[config.mk]
export PLATFORM = sky130hd
export DESIGN_NAME = kr_keypad_entry_reporter
export DESIGN_NICKNAME = d
export VERILOG_FILES = /design/src/kr_pkg.sv /design/src/kr_keypad_entry_reporter.sv
export SDC_FILE = /design/constraint.sdc
export NUM_CORES = 1
export LEC_CHECK = 0
export BUFFER_PORTS_ARGS = -buffer_cell sky130_fd_sc_hd__buf_2
export CAP_MARGIN = 25
export CORE_ASPECT_RATIO = 1.75
export CORE_MARGIN = 8
export CORE_UTILIZATION = 53
export DETAILED_ROUTE_END_ITERATION = 7
export HOLD_SLACK_MARGIN = 0.08
export PLACE_DENSITY = 0.71
export SYNTH_ARGS = -nofsm -noshare
export SYNTH_HDL_FRONTEND = slang
export SYNTH_SLANG_ARGS = --single-unit
[constraint.sdc]
create_clock -name clk -period 3.4 [get_ports clk]
set_input_delay 0.34 -clock clk [delete_from_list [all_inputs] [get_ports clk]]
set_output_delay 0.34 -clock clk [all_outputs]
set_load 0.1 [all_outputs]
[src/kr_pkg.sv]
// Constants shared by the keypad entry reporter
package kr_pkg;
   // Clock and inactivity timeout
   localparam int unsigned CLK_HZ = 250_000_000;
   localparam int unsigned TIMEOUT_S = 10;
   localparam logic [31:0] TIMEOUT_CYC = 32'(64'(TIMEOUT_S) * 64'(CLK_HZ));
   // Entry and page limits
   localparam int unsigned MAX_KEYS = 32;
   localparam int unsigned PAGE_COUNT = 12;
   localparam logic [3:0] START_PAGE = 4'h1;
   // Key codes
   localparam logic [7:0] DIGIT_BASE = 8'h30;
   localparam logic [7:0] FUNC_BASE = 8'h41;
   localparam logic [7:0] DOT_CODE = 8'h3E;
   localparam logic [7:0] BACKSPACE_CODE = 8'h08;
   localparam logic [7:0] ERASE_ALL_CODE = 8'h1B;
   localparam logic [7:0] SUBMIT_CODE = 8'h0D;
   localparam logic [7:0] MASK_CHAR = 8'h2A;
   localparam logic [7:0] BLANK_CHAR = 8'h20;
   // Keypad scanner indices
   localparam logic [4:0] IDX_FUNC_ONE = 5'h0A;
   localparam logic [4:0] IDX_FUNC_LAST = 5'h0F;
   localparam logic [4:0] IDX_DOT = 5'h10;
   localparam logic [4:0] IDX_BACKSPACE = 5'h11;
   localparam logic [4:0] IDX_ERASE_ALL = 5'h12;
   localparam logic [4:0] IDX_SUBMIT = 5'h13;
   // Serial framing and answers
   localparam logic [7:0] FRAME_START = 8'h02;
   localparam logic [7:0] FRAME_END = 8'h03;
   localparam logic [7:0] ANS_ACK = 8'h06;
   localparam logic [7:0] ANS_NACK = 8'h15;
   localparam logic [7:0] OP_ERASE = 8'h43;
   localparam logic [7:0] OP_KEYPAD = 8'h4B;
   localparam logic [7:0] OP_READER = 8'h4D;
   localparam logic [7:0] OP_PARAM = 8'h50;
   localparam logic [7:0] ARG_OFF = 8'h30;
   localparam logic [7:0] ARG_ON = 8'h31;
   localparam logic [7:0] PARAM_BAUD = 8'h31;
   localparam logic [7:0] PARAM_MODE = 8'h32;
   localparam logic [7:0] PARAM_DISP = 8'h33;
   localparam logic [7:0] ARG_BAUD_MAX = 8'h33;
   // Notice bytes
   localparam logic [7:0] TIMEOUT_NOTICE = 8'h54;
   localparam logic [7:0] CARD_ERR_NOTICE = 8'h45;
   localparam logic [7:0] CARD_TAG = 8'h52;
   // Settings byte layout (also the stored form)
   localparam int unsigned SB_BAUD = 0;
   localparam int unsigned SB_MODE = 2;
   localparam int unsigned SB_DISP = 3;
   localparam int unsigned SB_READER = 4;
   localparam int unsigned SB_KEYPAD = 5;
   // Register map
   localparam logic [3:0] REG_CTRL = 4'h0;
   localparam logic [3:0] REG_STATUS = 4'h4;
   localparam int unsigned CT_BUFFERED = 0;
   localparam int unsigned CT_MASKED = 1;
   localparam int unsigned CT_KEYPAD = 2;
   localparam int unsigned CT_READER = 3;
   localparam int unsigned CT_BAUD = 4;
   localparam int unsigned STS_BUSY = 8;
   localparam int unsigned STS_RESP = 9;
endpackage

[src/kr_keypad_entry_reporter.sv]
// Keypad entry, display echo, host reporting and reader notices
//
// Our own choices: the register offsets and the Avalon-MM slave port.
module kr_keypad_entry_reporter #(
   parameter logic [31:0] TIMEOUT_CYC = kr_pkg::TIMEOUT_CYC
) (
   // Clock and reset
   input wire logic clk,
   input wire logic arst_n,
   // Avalon-MM register slave
   input wire logic [3:0] avs_address,
   input wire logic avs_read,
   input wire logic avs_write,
   input wire logic [31:0] avs_writedata,
   output logic [31:0] avs_readdata,
   output logic avs_waitrequest,
   // Keypad scanner
   input wire logic key_valid,
   input wire logic [4:0] key_index,
   // Card reader
   input wire logic card_valid,
   input wire logic card_bad,
   input wire logic [7:0] card_data,
   // Serial receiver and transmitter
   input wire logic rx_valid,
   input wire logic [7:0] rx_data,
   output logic tx_valid,
   output logic [7:0] tx_data,
   input wire logic tx_ready,
   output logic [1:0] baud_sel,
   // Display
   output logic disp_we,
   output logic disp_clear,
   output logic [4:0] disp_pos,
   output logic [7:0] disp_char,
   output logic page_show,
   output logic [3:0] page_num,
   // Beeper
   output logic beep,
   // Settings storage
   output logic nv_load_req,
   input wire logic nv_valid,
   input wire logic [7:0] nv_rdata,
   output logic nv_store,
   output logic [7:0] nv_wdata
);
   typedef enum logic [1:0] {KR_LOAD, KR_IDLE, KR_TX} kr_state_e;

   typedef struct packed {
      kr_state_e state;
      logic buffered;
      logic masked;
      logic kp_en;
      logic rd_en;
      logic [1:0] baud;
      logic [5:0] count;
      logic [31:0][7:0] line;
      logic [5:0] idx;
      logic [5:0] len;
      logic src_buf;
      logic [7:0] mb0;
      logic [7:0] mb1;
      logic [31:0] timer;
      logic resp_pend;
      logic [7:0] resp;
      logic cp_in;
      logic [1:0] cp_cnt;
      logic cp_ovf;
      logic [2:0][7:0] cmd;
      logic tx_valid;
      logic [7:0] tx_data;
      logic disp_we;
      logic disp_clear;
      logic [4:0] disp_pos;
      logic [7:0] disp_char;
      logic beep;
      logic page_show;
      logic nv_store;
      logic [7:0] nv_wdata;
      logic bus_ack;
      logic [31:0] rdata;
   } kr_st_s;

   kr_st_s st;
   kr_st_s next_st;

   function automatic logic [7:0] key_ascii(input logic [4:0] k);
      logic [7:0] a;
      a = 8'h00;
      if (k <= 5'h09) begin
         a = kr_pkg::DIGIT_BASE + {3'h0, k};
      end else if (k <= kr_pkg::IDX_FUNC_LAST) begin
         a = kr_pkg::FUNC_BASE + {3'h0, k - kr_pkg::IDX_FUNC_ONE};
      end else begin
         case (k)
            kr_pkg::IDX_DOT: a = kr_pkg::DOT_CODE;
            kr_pkg::IDX_BACKSPACE: a = kr_pkg::BACKSPACE_CODE;
            kr_pkg::IDX_ERASE_ALL: a = kr_pkg::ERASE_ALL_CODE;
            kr_pkg::IDX_SUBMIT: a = kr_pkg::SUBMIT_CODE;
            default: a = 8'h00;
         endcase
      end
      return a;
   endfunction

   function automatic logic [7:0] settings(input kr_st_s s);
      logic [7:0] b;
      b = 8'h00;
      b[kr_pkg::SB_BAUD +: 2] = s.baud;
      b[kr_pkg::SB_MODE] = s.buffered;
      b[kr_pkg::SB_DISP] = s.masked;
      b[kr_pkg::SB_READER] = s.rd_en;
      b[kr_pkg::SB_KEYPAD] = s.kp_en;
      return b;
   endfunction

   always_comb begin
      logic [7:0] code;
      logic [7:0] a1;
      logic [7:0] a2;
      logic ok;
      code = key_ascii(key_index);
      a1 = st.cmd[1];
      a2 = st.cmd[2];
      ok = 1'b0;
      next_st = st;
      next_st.disp_we = 1'b0;
      next_st.disp_clear = 1'b0;
      next_st.beep = 1'b0;
      next_st.page_show = 1'b0;
      next_st.nv_store = 1'b0;
      if (st.tx_valid && tx_ready) begin
         next_st.tx_valid = 1'b0;
      end

      // Command parser on the serial receive stream
      if (rx_valid) begin
         if (rx_data == kr_pkg::FRAME_START) begin
            next_st.cp_in = 1'b1;
            next_st.cp_cnt = 2'h0;
            next_st.cp_ovf = 1'b0;
         end else if (st.cp_in && rx_data == kr_pkg::FRAME_END) begin
            next_st.cp_in = 1'b0;
            if (!st.cp_ovf) begin
               case (st.cmd[0])
                  kr_pkg::OP_ERASE: begin
                     ok = (st.cp_cnt == 2'h1);
                     if (ok) begin
                        next_st.count = 6'h00;
                        next_st.disp_clear = 1'b1;
                     end
                  end
                  kr_pkg::OP_KEYPAD, kr_pkg::OP_READER: begin
                     ok = (st.cp_cnt == 2'h2) && (a1 == kr_pkg::ARG_ON || a1 == kr_pkg::ARG_OFF);
                     if (ok && st.cmd[0] == kr_pkg::OP_KEYPAD) begin
                        next_st.kp_en = a1[0];
                     end else if (ok) begin
                        next_st.rd_en = a1[0];
                     end
                  end
                  kr_pkg::OP_PARAM: begin
                     if (st.cp_cnt == 2'h3 && a2 >= kr_pkg::ARG_OFF) begin
                        case (a1)
                           kr_pkg::PARAM_BAUD: begin
                              ok = (a2 <= kr_pkg::ARG_BAUD_MAX);
                              if (ok) begin
                                 next_st.baud = a2[1:0];
                              end
                           end
                           kr_pkg::PARAM_MODE: begin
                              ok = (a2 <= kr_pkg::ARG_ON);
                              if (ok) begin
                                 next_st.buffered = a2[0];
                              end
                           end
                           kr_pkg::PARAM_DISP: begin
                              ok = (a2 <= kr_pkg::ARG_ON);
                              if (ok) begin
                                 next_st.masked = a2[0];
                              end
                           end
                           default: ok = 1'b0;
                        endcase
                     end
                  end
                  default: ok = 1'b0;
               endcase
            end
            // Only one answer is held; a newer frame overwrites an unsent one
            next_st.resp_pend = 1'b1;
            next_st.resp = ok ? kr_pkg::ANS_ACK : kr_pkg::ANS_NACK;
            if (ok && st.cmd[0] != kr_pkg::OP_ERASE) begin
               next_st.nv_store = 1'b1;
               next_st.nv_wdata = settings(next_st);
            end
         end else if (st.cp_in) begin
            if (st.cp_cnt == 2'h3) begin
               next_st.cp_ovf = 1'b1;
            end else begin
               next_st.cmd[st.cp_cnt] = rx_data;
               next_st.cp_cnt = st.cp_cnt + 2'h1;
            end
         end
      end

      // Register slave: one wait cycle, then the answer
      next_st.bus_ack = (avs_read || avs_write) && !st.bus_ack;
      if ((avs_read || avs_write) && !st.bus_ack) begin
         next_st.rdata = 32'h0000_0000;
         case (avs_address)
            kr_pkg::REG_CTRL: begin
               next_st.rdata[kr_pkg::CT_BUFFERED] = st.buffered;
               next_st.rdata[kr_pkg::CT_MASKED] = st.masked;
               next_st.rdata[kr_pkg::CT_KEYPAD] = st.kp_en;
               next_st.rdata[kr_pkg::CT_READER] = st.rd_en;
               next_st.rdata[kr_pkg::CT_BAUD +: 2] = st.baud;
            end
            kr_pkg::REG_STATUS: begin
               next_st.rdata[5:0] = st.count;
               next_st.rdata[kr_pkg::STS_BUSY] = (st.state != KR_IDLE);
               next_st.rdata[kr_pkg::STS_RESP] = st.resp_pend;
            end
            default: next_st.rdata = 32'h0000_0000;
         endcase
      end
      if (avs_write && st.bus_ack && avs_address == kr_pkg::REG_CTRL) begin
         next_st.buffered = avs_writedata[kr_pkg::CT_BUFFERED];
         next_st.masked = avs_writedata[kr_pkg::CT_MASKED];
         next_st.kp_en = avs_writedata[kr_pkg::CT_KEYPAD];
         next_st.rd_en = avs_writedata[kr_pkg::CT_READER];
         next_st.baud = avs_writedata[kr_pkg::CT_BAUD +: 2];
         next_st.nv_store = 1'b1;
         next_st.nv_wdata = settings(next_st);
      end

      case (st.state)
         KR_LOAD: begin
            if (nv_valid) begin
               next_st.baud = nv_rdata[kr_pkg::SB_BAUD +: 2];
               next_st.buffered = nv_rdata[kr_pkg::SB_MODE];
               next_st.masked = nv_rdata[kr_pkg::SB_DISP];
               next_st.kp_en = 1'b1;
               next_st.rd_en = 1'b1;
               next_st.beep = 1'b1;
               next_st.page_show = 1'b1;
               next_st.state = KR_IDLE;
            end
         end
         KR_IDLE: begin
            next_st.idx = 6'h00;
            next_st.src_buf = 1'b0;
            if (st.count == 6'h00) begin
               next_st.timer = 32'h0000_0000;
            end else begin
               next_st.timer = st.timer + 32'h0000_0001;
            end
            if (st.resp_pend) begin
               next_st.resp_pend = 1'b0;
               next_st.mb0 = st.resp;
               next_st.len = 6'h01;
               next_st.state = KR_TX;
            end else if (card_valid && st.rd_en) begin
               if (card_bad) begin
                  next_st.mb0 = kr_pkg::CARD_ERR_NOTICE;
                  next_st.len = 6'h01;
               end else begin
                  next_st.mb0 = kr_pkg::CARD_TAG;
                  next_st.mb1 = card_data;
                  next_st.len = 6'h02;
                  next_st.beep = 1'b1;
               end
               next_st.state = KR_TX;
            end else if (key_valid && st.kp_en && code != 8'h00) begin
               next_st.timer = 32'h0000_0000;
               if (!st.buffered) begin
                  next_st.mb0 = code;
                  next_st.len = 6'h01;
                  next_st.state = KR_TX;
               end
               case (code)
                  kr_pkg::BACKSPACE_CODE: begin
                     if (st.count != 6'h00) begin
                        next_st.count = st.count - 6'h01;
                        next_st.disp_we = 1'b1;
                        next_st.disp_pos = 5'(st.count - 6'h01);
                        next_st.disp_char = kr_pkg::BLANK_CHAR;
                     end
                  end
                  kr_pkg::ERASE_ALL_CODE: begin
                     next_st.count = 6'h00;
                     next_st.disp_clear = 1'b1;
                  end
                  kr_pkg::SUBMIT_CODE: begin
                     if (st.buffered && st.count != 6'h00) begin
                        next_st.src_buf = 1'b1;
                        next_st.len = st.count;
                        next_st.state = KR_TX;
                     end
                  end
                  default: begin
                     if (st.count < 6'(kr_pkg::MAX_KEYS)) begin
                        next_st.line[5'(st.count)] = code;
                        next_st.count = st.count + 6'h01;
                        next_st.disp_clear = (st.count == 6'h00);
                        next_st.disp_we = 1'b1;
                        next_st.disp_pos = 5'(st.count);
                        next_st.disp_char = st.masked ? kr_pkg::MASK_CHAR : code;
                     end
                  end
               endcase
            end else if (st.count != 6'h00 && st.timer >= TIMEOUT_CYC - 32'h0000_0001) begin
               next_st.count = 6'h00;
               next_st.disp_clear = 1'b1;
               next_st.mb0 = kr_pkg::TIMEOUT_NOTICE;
               next_st.len = 6'h01;
               next_st.state = KR_TX;
            end
         end
         KR_TX: begin
            // Key and card events are not taken while a message is in flight; host frames are still parsed
            if (!st.tx_valid || tx_ready) begin
               if (st.idx < st.len) begin
                  next_st.tx_valid = 1'b1;
                  if (st.src_buf) begin
                     next_st.tx_data = st.line[5'(st.idx)];
                  end else begin
                     next_st.tx_data = (st.idx == 6'h00) ? st.mb0 : st.mb1;
                  end
                  next_st.idx = st.idx + 6'h01;
               end else begin
                  next_st.state = KR_IDLE;
                  if (st.src_buf) begin
                     next_st.count = 6'h00;
                     next_st.disp_clear = 1'b1;
                  end
               end
            end
         end
         default: next_st.state = KR_IDLE;
      endcase
   end

   always_ff @(posedge clk or negedge arst_n) begin
      if (!arst_n) begin
         st <= '0;
         st.state <= KR_LOAD;
         st.kp_en <= 1'b1;
         st.rd_en <= 1'b1;
      end else begin
         st <= next_st;
      end
   end

   assign avs_waitrequest = (avs_read || avs_write) && !st.bus_ack;
   assign avs_readdata = st.rdata;
   assign tx_valid = st.tx_valid;
   assign tx_data = st.tx_data;
   assign baud_sel = st.baud;
   assign disp_we = st.disp_we;
   assign disp_clear = st.disp_clear;
   assign disp_pos = st.disp_pos;
   assign disp_char = st.disp_char;
   assign page_show = st.page_show;
   assign page_num = kr_pkg::START_PAGE;
   assign beep = st.beep;
   assign nv_load_req = (st.state == KR_LOAD);
   assign nv_store = st.nv_store;
   assign nv_wdata = st.nv_wdata;
endmodule

After elaboration in Yosys (flattened, before gate mapping)
Cells that the tools add are included.
Widths: inputs -> output; s select.
{ "word_totals": {"inputBits": 75, "mem_count": 0, "register_bits": 412, "out_inout_bits": 75, "rom_bits": 0, "latchBits": 0, "ramBits": 0, "elab_cells": 330} }
{ "classes": {"reduce_logical": 55, "bitwise": 8, "add_sub_neg": 8, "multipliers": 0, "div": 0, "muxes": 146, "order_cmp": 13, "eq_ne": 35, "shifts": 0} }
{ "op_table": {"columns": ["op", "n"], "rows": [
  ["$mux 262", 3],
  ["$mux 256", 2],
  ["$bwmux 256", 1],
  ["$mux 32", 4],
  ["$mux 8", 14],
  ["$mux 6", 17],
  ["$mux 12", 7],
  ["$mux 9", 9],
  ["$mux 27", 2],
  ["$mux 24", 2],
  ["$bmux 8 s5", 1],
  ["$demux 8 s5", 1],
  ["$mux 2", 20],
  ["$mux 37", 1],
  ["$mux 1", 36],
  ["$pmux 6 s2", 3],
  ["$add 32x1->32 const B", 1],
  ["$eq 8x6->1 const B", 4],
  ["$eq 8x7->1 const B", 4],
  ["$ge 32x32->1 const B", 1],
  ["$mux 15", 2],
  ["$mux 13", 2],
  ["$pmux 13 s2", 1],
  ["$bwmux 24", 1],
  ["57 further kinds", 126]
]} }

Depth between registers and ports, before layout
{ "depth": {"ltp_word": 19, "ltp_mapped": 13, "mapped_depth_nobuf": 9} }

Least setup slack after synthesis
OpenSTA, ideal clock, no wires.
{ "synth_timing": {"path_kind": "input to register", "from": "input port key_index[2]", "to": "register st[302] (netlist name)", "setup_slack_ps": 254, "cell_stages": 13, "required_ps": 3272, "path_buffers": 4, "t_arrival_ps": 3018, "setup_time_ps": 128, "cell_sequence": "buf_2 -> inv_1 -> ha_1 -> a21bo_2 -> a31o_1 -> buf_2 -> o311a_1 -> and4_1 -> clkbuf_1 -> a211oi_4 -> buf_4 -> nand4_2 -> mux2_1"} }
{ "synth_via": {"elab_chain_len": 8, "elab_cells_between_ends": 21, "cone_classes": "3 x add/sub; 2 x order compare; 7 x eq/ne; 4 x mux; 1 x bitwise; 4 x reduce/logical"} }
{ "synth_lines": {"columns": ["element", "line", "source"], "rows": [
  ["start: declaration", "kr_keypad_entry_reporter.sv:19", "input wire logic [4:0] key_index,"],
  ["$sub 5x4->5 / $eq 5x5->1 (equally long branches)", "kr_keypad_entry_reporter.sv:93, kr_keypad_entry_reporter.sv:95", null],
  ["$add 7x5->8 / $pmux 6 s4 (equally long branches)", "kr_keypad_entry_reporter.sv:93, kr_keypad_entry_reporter.sv:95", null],
  ["$mux 8", "kr_keypad_entry_reporter.sv:92", "end else if (k <= kr_pkg::IDX_FUNC_LAST) begin"],
  ["$mux 8 (*)", "kr_keypad_entry_reporter.sv:90", "if (k <= 5'h09) begin"],
  ["$eq 8x4->1 / $eq 8x5->1 (equally long branches)", "kr_keypad_entry_reporter.sv:280", "case (code)"],
  ["$reduce_or 3->1 (no line)", null, null],
  ["$not 1->1 (no line)", null, null],
  ["$reduce_and 6->1 (no line)", null, null],
  ["end signal: assignment", "kr_keypad_entry_reporter.sv:350", "st <= next_st;"],
  ["end: declaration", "kr_keypad_entry_reporter.sv:84", "kr_st_s st;"]
]} }
Every way passes the cells marked *; elsewhere a longest branch is shown, timed or not.
A chain may end at the register's enable or synchronous reset.

Worst setup path after layout
{ "layout_timing": {"from": "register st[93] (netlist name)", "to": "register st (netlist bit nv_wdata[1])"} }
{ "layout_via": {"elab_chain_len": 13, "elab_cells_between_ends": 25, "cone_classes": "3 x eq/ne; 17 x mux; 5 x reduce/logical"} }
{ "layout_lines": {"columns": ["element", "line", "source"], "rows": [
  ["$eq 2x2->1", "kr_keypad_entry_reporter.sv:162", "if (st.cp_cnt == 2'h3 && a2 >= kr_pkg::ARG_OFF) begin"],
  ["$logic_and 1x1->1", "kr_keypad_entry_reporter.sv:162", null],
  ["$mux 2", "kr_keypad_entry_reporter.sv:162", null],
  ["$mux 2", "kr_keypad_entry_reporter.sv:145", "case (st.cmd[0])"],
  ["$mux 12", "kr_keypad_entry_reporter.sv:144", "if (!st.cp_ovf) begin"],
  ["$mux 12", "kr_keypad_entry_reporter.sv:142", "end else if (st.cp_in && rx_data == kr_pkg::FRAME_END) begin"],
  ["$mux 12", "kr_keypad_entry_reporter.sv:138", "if (rx_data == kr_pkg::FRAME_START) begin"],
  ["$mux 12", "kr_keypad_entry_reporter.sv:137", "if (rx_valid) begin"],
  ["$mux 9", "kr_keypad_entry_reporter.sv:192", "if (ok && st.cmd[0] != kr_pkg::OP_ERASE) begin"],
  ["$mux 9", "kr_keypad_entry_reporter.sv:142", null],
  ["$mux 9", "kr_keypad_entry_reporter.sv:138", null],
  ["$mux 9", "kr_keypad_entry_reporter.sv:137", null],
  ["$mux 9", "kr_keypad_entry_reporter.sv:226", "if (avs_write && st.bus_ack && avs_address == kr_pkg::REG_CTRL) begin"]
]} }
Parallel ways exist; a longest one is shown, timed or not. The select of a mux whose other input is x is not followed.

==> results.tsv <==
metric	value	unit
drt_first_pass_iters	8	
synth_async_sr_flop_share	100.0	%
hold_start	rx_data[3]	
start_util	53.45	%
ant_nets	0	
cp-end-kind	flip-flop	
synth_area	20860	um2
crit_required	3.81	ns
max_slew.worst_pin.slew	0.9001	ns
grt_pass1_wl	83290	um
finalHoldViolCount	0	
arrival	3.68	ns
final_cell_mix	399 x dfrtp_1, 257 x mux2_2, 87 x buf_2, 86 x buf_4, 80 x mux4_2	
grt_max_degree	103	
post_cts_buffers	0	
ctsResizeCount	0	
die_h	278.5	um
synth_area_per_cell	12.46	um2
yosysUniqueCellTypes	90	
grt_pass1_vias	15020	
ys_seq_area_share	48.35	%
synth_fa_ha_area_share	1.559	%
layout_commonest_cell	dfrtp_1	
synth-xor-area-share	0.3778	%
finalNetCount	1885	
layout-drive-gt1-share	35.27	%
gp_congestion	0.9516	
core	39040	um2
power	15.12	mW
io_pins	150	
io_buffers	88	
synth-compound-area-share	8.366	%
timing.rr.start	st[93]	
clock_sinks	403	
htreeDepth	2	
ys_ff_latch	403	
worstPathMaxFanout	6	
multi_input_area	9896	um2
start_kind	flip-flop	
synth_top_family_by_area	multiplexers	
cts_tree	built	
cts_hold_buf	15	
synth_flop_cell	dfrtp_1	
cts_root_buffer	clkbuf_16	
hpwl	37760	um
synthMuxAreaShare	25.49	%
synthCells	1675	
dr.first_iter.drc_count	909	
clock_skew	0.02481	ns
synth_top_cell_by_area	dfrtp_1	
ir_drop	0.3682	mV
routedWlPerCell	22.80	um
max_slew_margin	39.99	%
status	completed	
area_growth	12.51	%
final.fill_count	2995	
stdcell_count	2299	
p_per_area	644.1	nW/um2
hold_ws	0.1054	ns
cts_buffers	37	
final-setup-viol-count	0	
cts_buffer_depth	3	
dieArea	46220	um2
fmax	0.3061	GHz
rows	96	
synth_top_area_share	48.10	%
yosys-top-cells-area	dfrtp_1 48%, mux2_2 14%, mux4_2 8.6%	
post-route-period-util	96.08	%
crit_start	st[93]	
seqCellArea	10090	um2
avgViaCountPerCell	6.062	
grt_setup_unrepaired	no	
drc_errors	0	
clkSlewWorstSetupHoldPaths	0.06	ns
critPathMostFrequentCell	or3_1	
num_antenna_cells	0	
period_minus_slack	3.267	ns
crit_chain	ha_1 -> or4b_2 -> or3_1 -> or3_1 -> a211oi_2 -> and2_1 -> nor2_1 -> a221o_1	
crit_type	reg -> reg	
antenna_found_initial	0	
fin_util	60.13	%
die_x	166.0	um
cap_violations	0	
synth_edf_count	0	
final_max_slew_viol_count	0	
synth-simple-area-share	10.84	%
synth_warnings	0	
grt_util_all_layers	22.63	%
p_leak	11.01	nW
max_stage_delay	0.64	ns
grt_overflow_total	0	
routed-via-count	13940	
finalWirelength	52420	um
placed_cells_incl_taps	2219	
worst_path_max_delay_cell	or4b_2	
hold_class	in -> reg	
worst_skew_pair.late_latency	0.55	ns
## state kept, by name (all words and copies together) (netlist names)
name          cells
st              361
avs_readdata      8
tx_data           8
disp_char         7
nv_wdata          6
disp_pos          5
baud_sel          2
beep              1
disp_clear        1
disp_we           1
nv_store          1
page_show         1
tx_valid          1
## power by group
group          leakage, nW  switching (mW)  internal (mW)
Clock                0.598            1.86           2.38
Combinational         4.92            3.44           1.68
Sequential            5.49           0.435           5.32
Total                 11.0            5.74           9.38
## worst max-delay path, delay by kind of cell, from the launching register on
kind / cells / cell delay, ns
AO/OA/AOI/OAI: 2 / 0.73
adder cells (fa/ha/maj): 1 / 0.25
flip-flops: 1 / 0.40
AND/OR/NAND/NOR: 5 / 1.78
## cell usage after synthesis (4+ instances only)
library cell,count
a211oi_1,12
a21o_1,8
a21oi_1,44
a221o_1,9
a22o_1,25
a22oi_1,8
a31oi_1,9
and2_1,49
and3_1,27
and4_1,5
buf_1,10
buf_2,8
buf_4,71
clkbuf_1,71
dfrtp_1,401
ha_1,26
inv_1,41
mux2_1,26
mux2_2,257
mux2i_1,33
mux4_2,80
nand2_1,69
nand2b_1,10
nand3_1,22
nand3_2,28
nand3b_1,7
nand4_1,17
nor2_1,65
nor2b_1,9
nor3_1,22
nor3b_1,8
nor4_1,18
nor4b_1,5
o211ai_1,9
o21a_1,8
o21ai_0,63
o2bb2ai_1,4
or3_1,5
xnor2_1,7
## stage by stage
| step | instance area [um2] | setup slack (ns) | setup TNS (ns) |
|---|---|---|---|
| detailed placement | 22080 | -0.01381 | -0.06130 |
| finish | 23470 | 0.1331 | 0 |
| floorplan | 20970 | 0.2540 | 0 |
| global placement | 22080 | 0.08297 | 0 |
| CTS | 23450 | 0.1489 | 0 |
| global route | 23470 | 0.01123 | 0 |
## metal layers
layer  global-route usage, %  part of all wire [%]
met3                   3.107                   3.5
met2                   43.36                    55
met5                       0                     0
met4                   12.00                   5.1
met1                   23.50                    36
## cell families after synthesis
logic type	Yosys count
DFF	403
muxes	396
and+or+nand+nor	389
AOI/OAI and AO/OA	247
buffers and inverters	203
adders and majority gates	26
xor gates and xnor gates	9
other	2
## area by class of cell
cell class                      instances  share of cell area [%]
Clock buffer                           48                   4.381
Clock inverter                         16                  0.8049
Inverter                               43                  0.6876
Multi-Input combinational cell       1098                   42.16
Sequential cell                       403                   42.99
Tap cell                              490                   2.612
Timing Repair Buffer                  201                   6.364
## worst paths after layout
check                               to  slack (ns)  cells after the start
setup / recovery           nv_wdata[1]        0.13                      8
hold / removal                  st[71]        0.11                      2
setup reg to reg           nv_wdata[1]        0.13                      8
hold reg to reg                 st[98]        0.46                      2
max in group asynchronous      st[392]        1.99                      3
min in group asynchronous  disp_pos[1]        0.43                      2
Note: power is estimated with default switching activity, not from simulation.
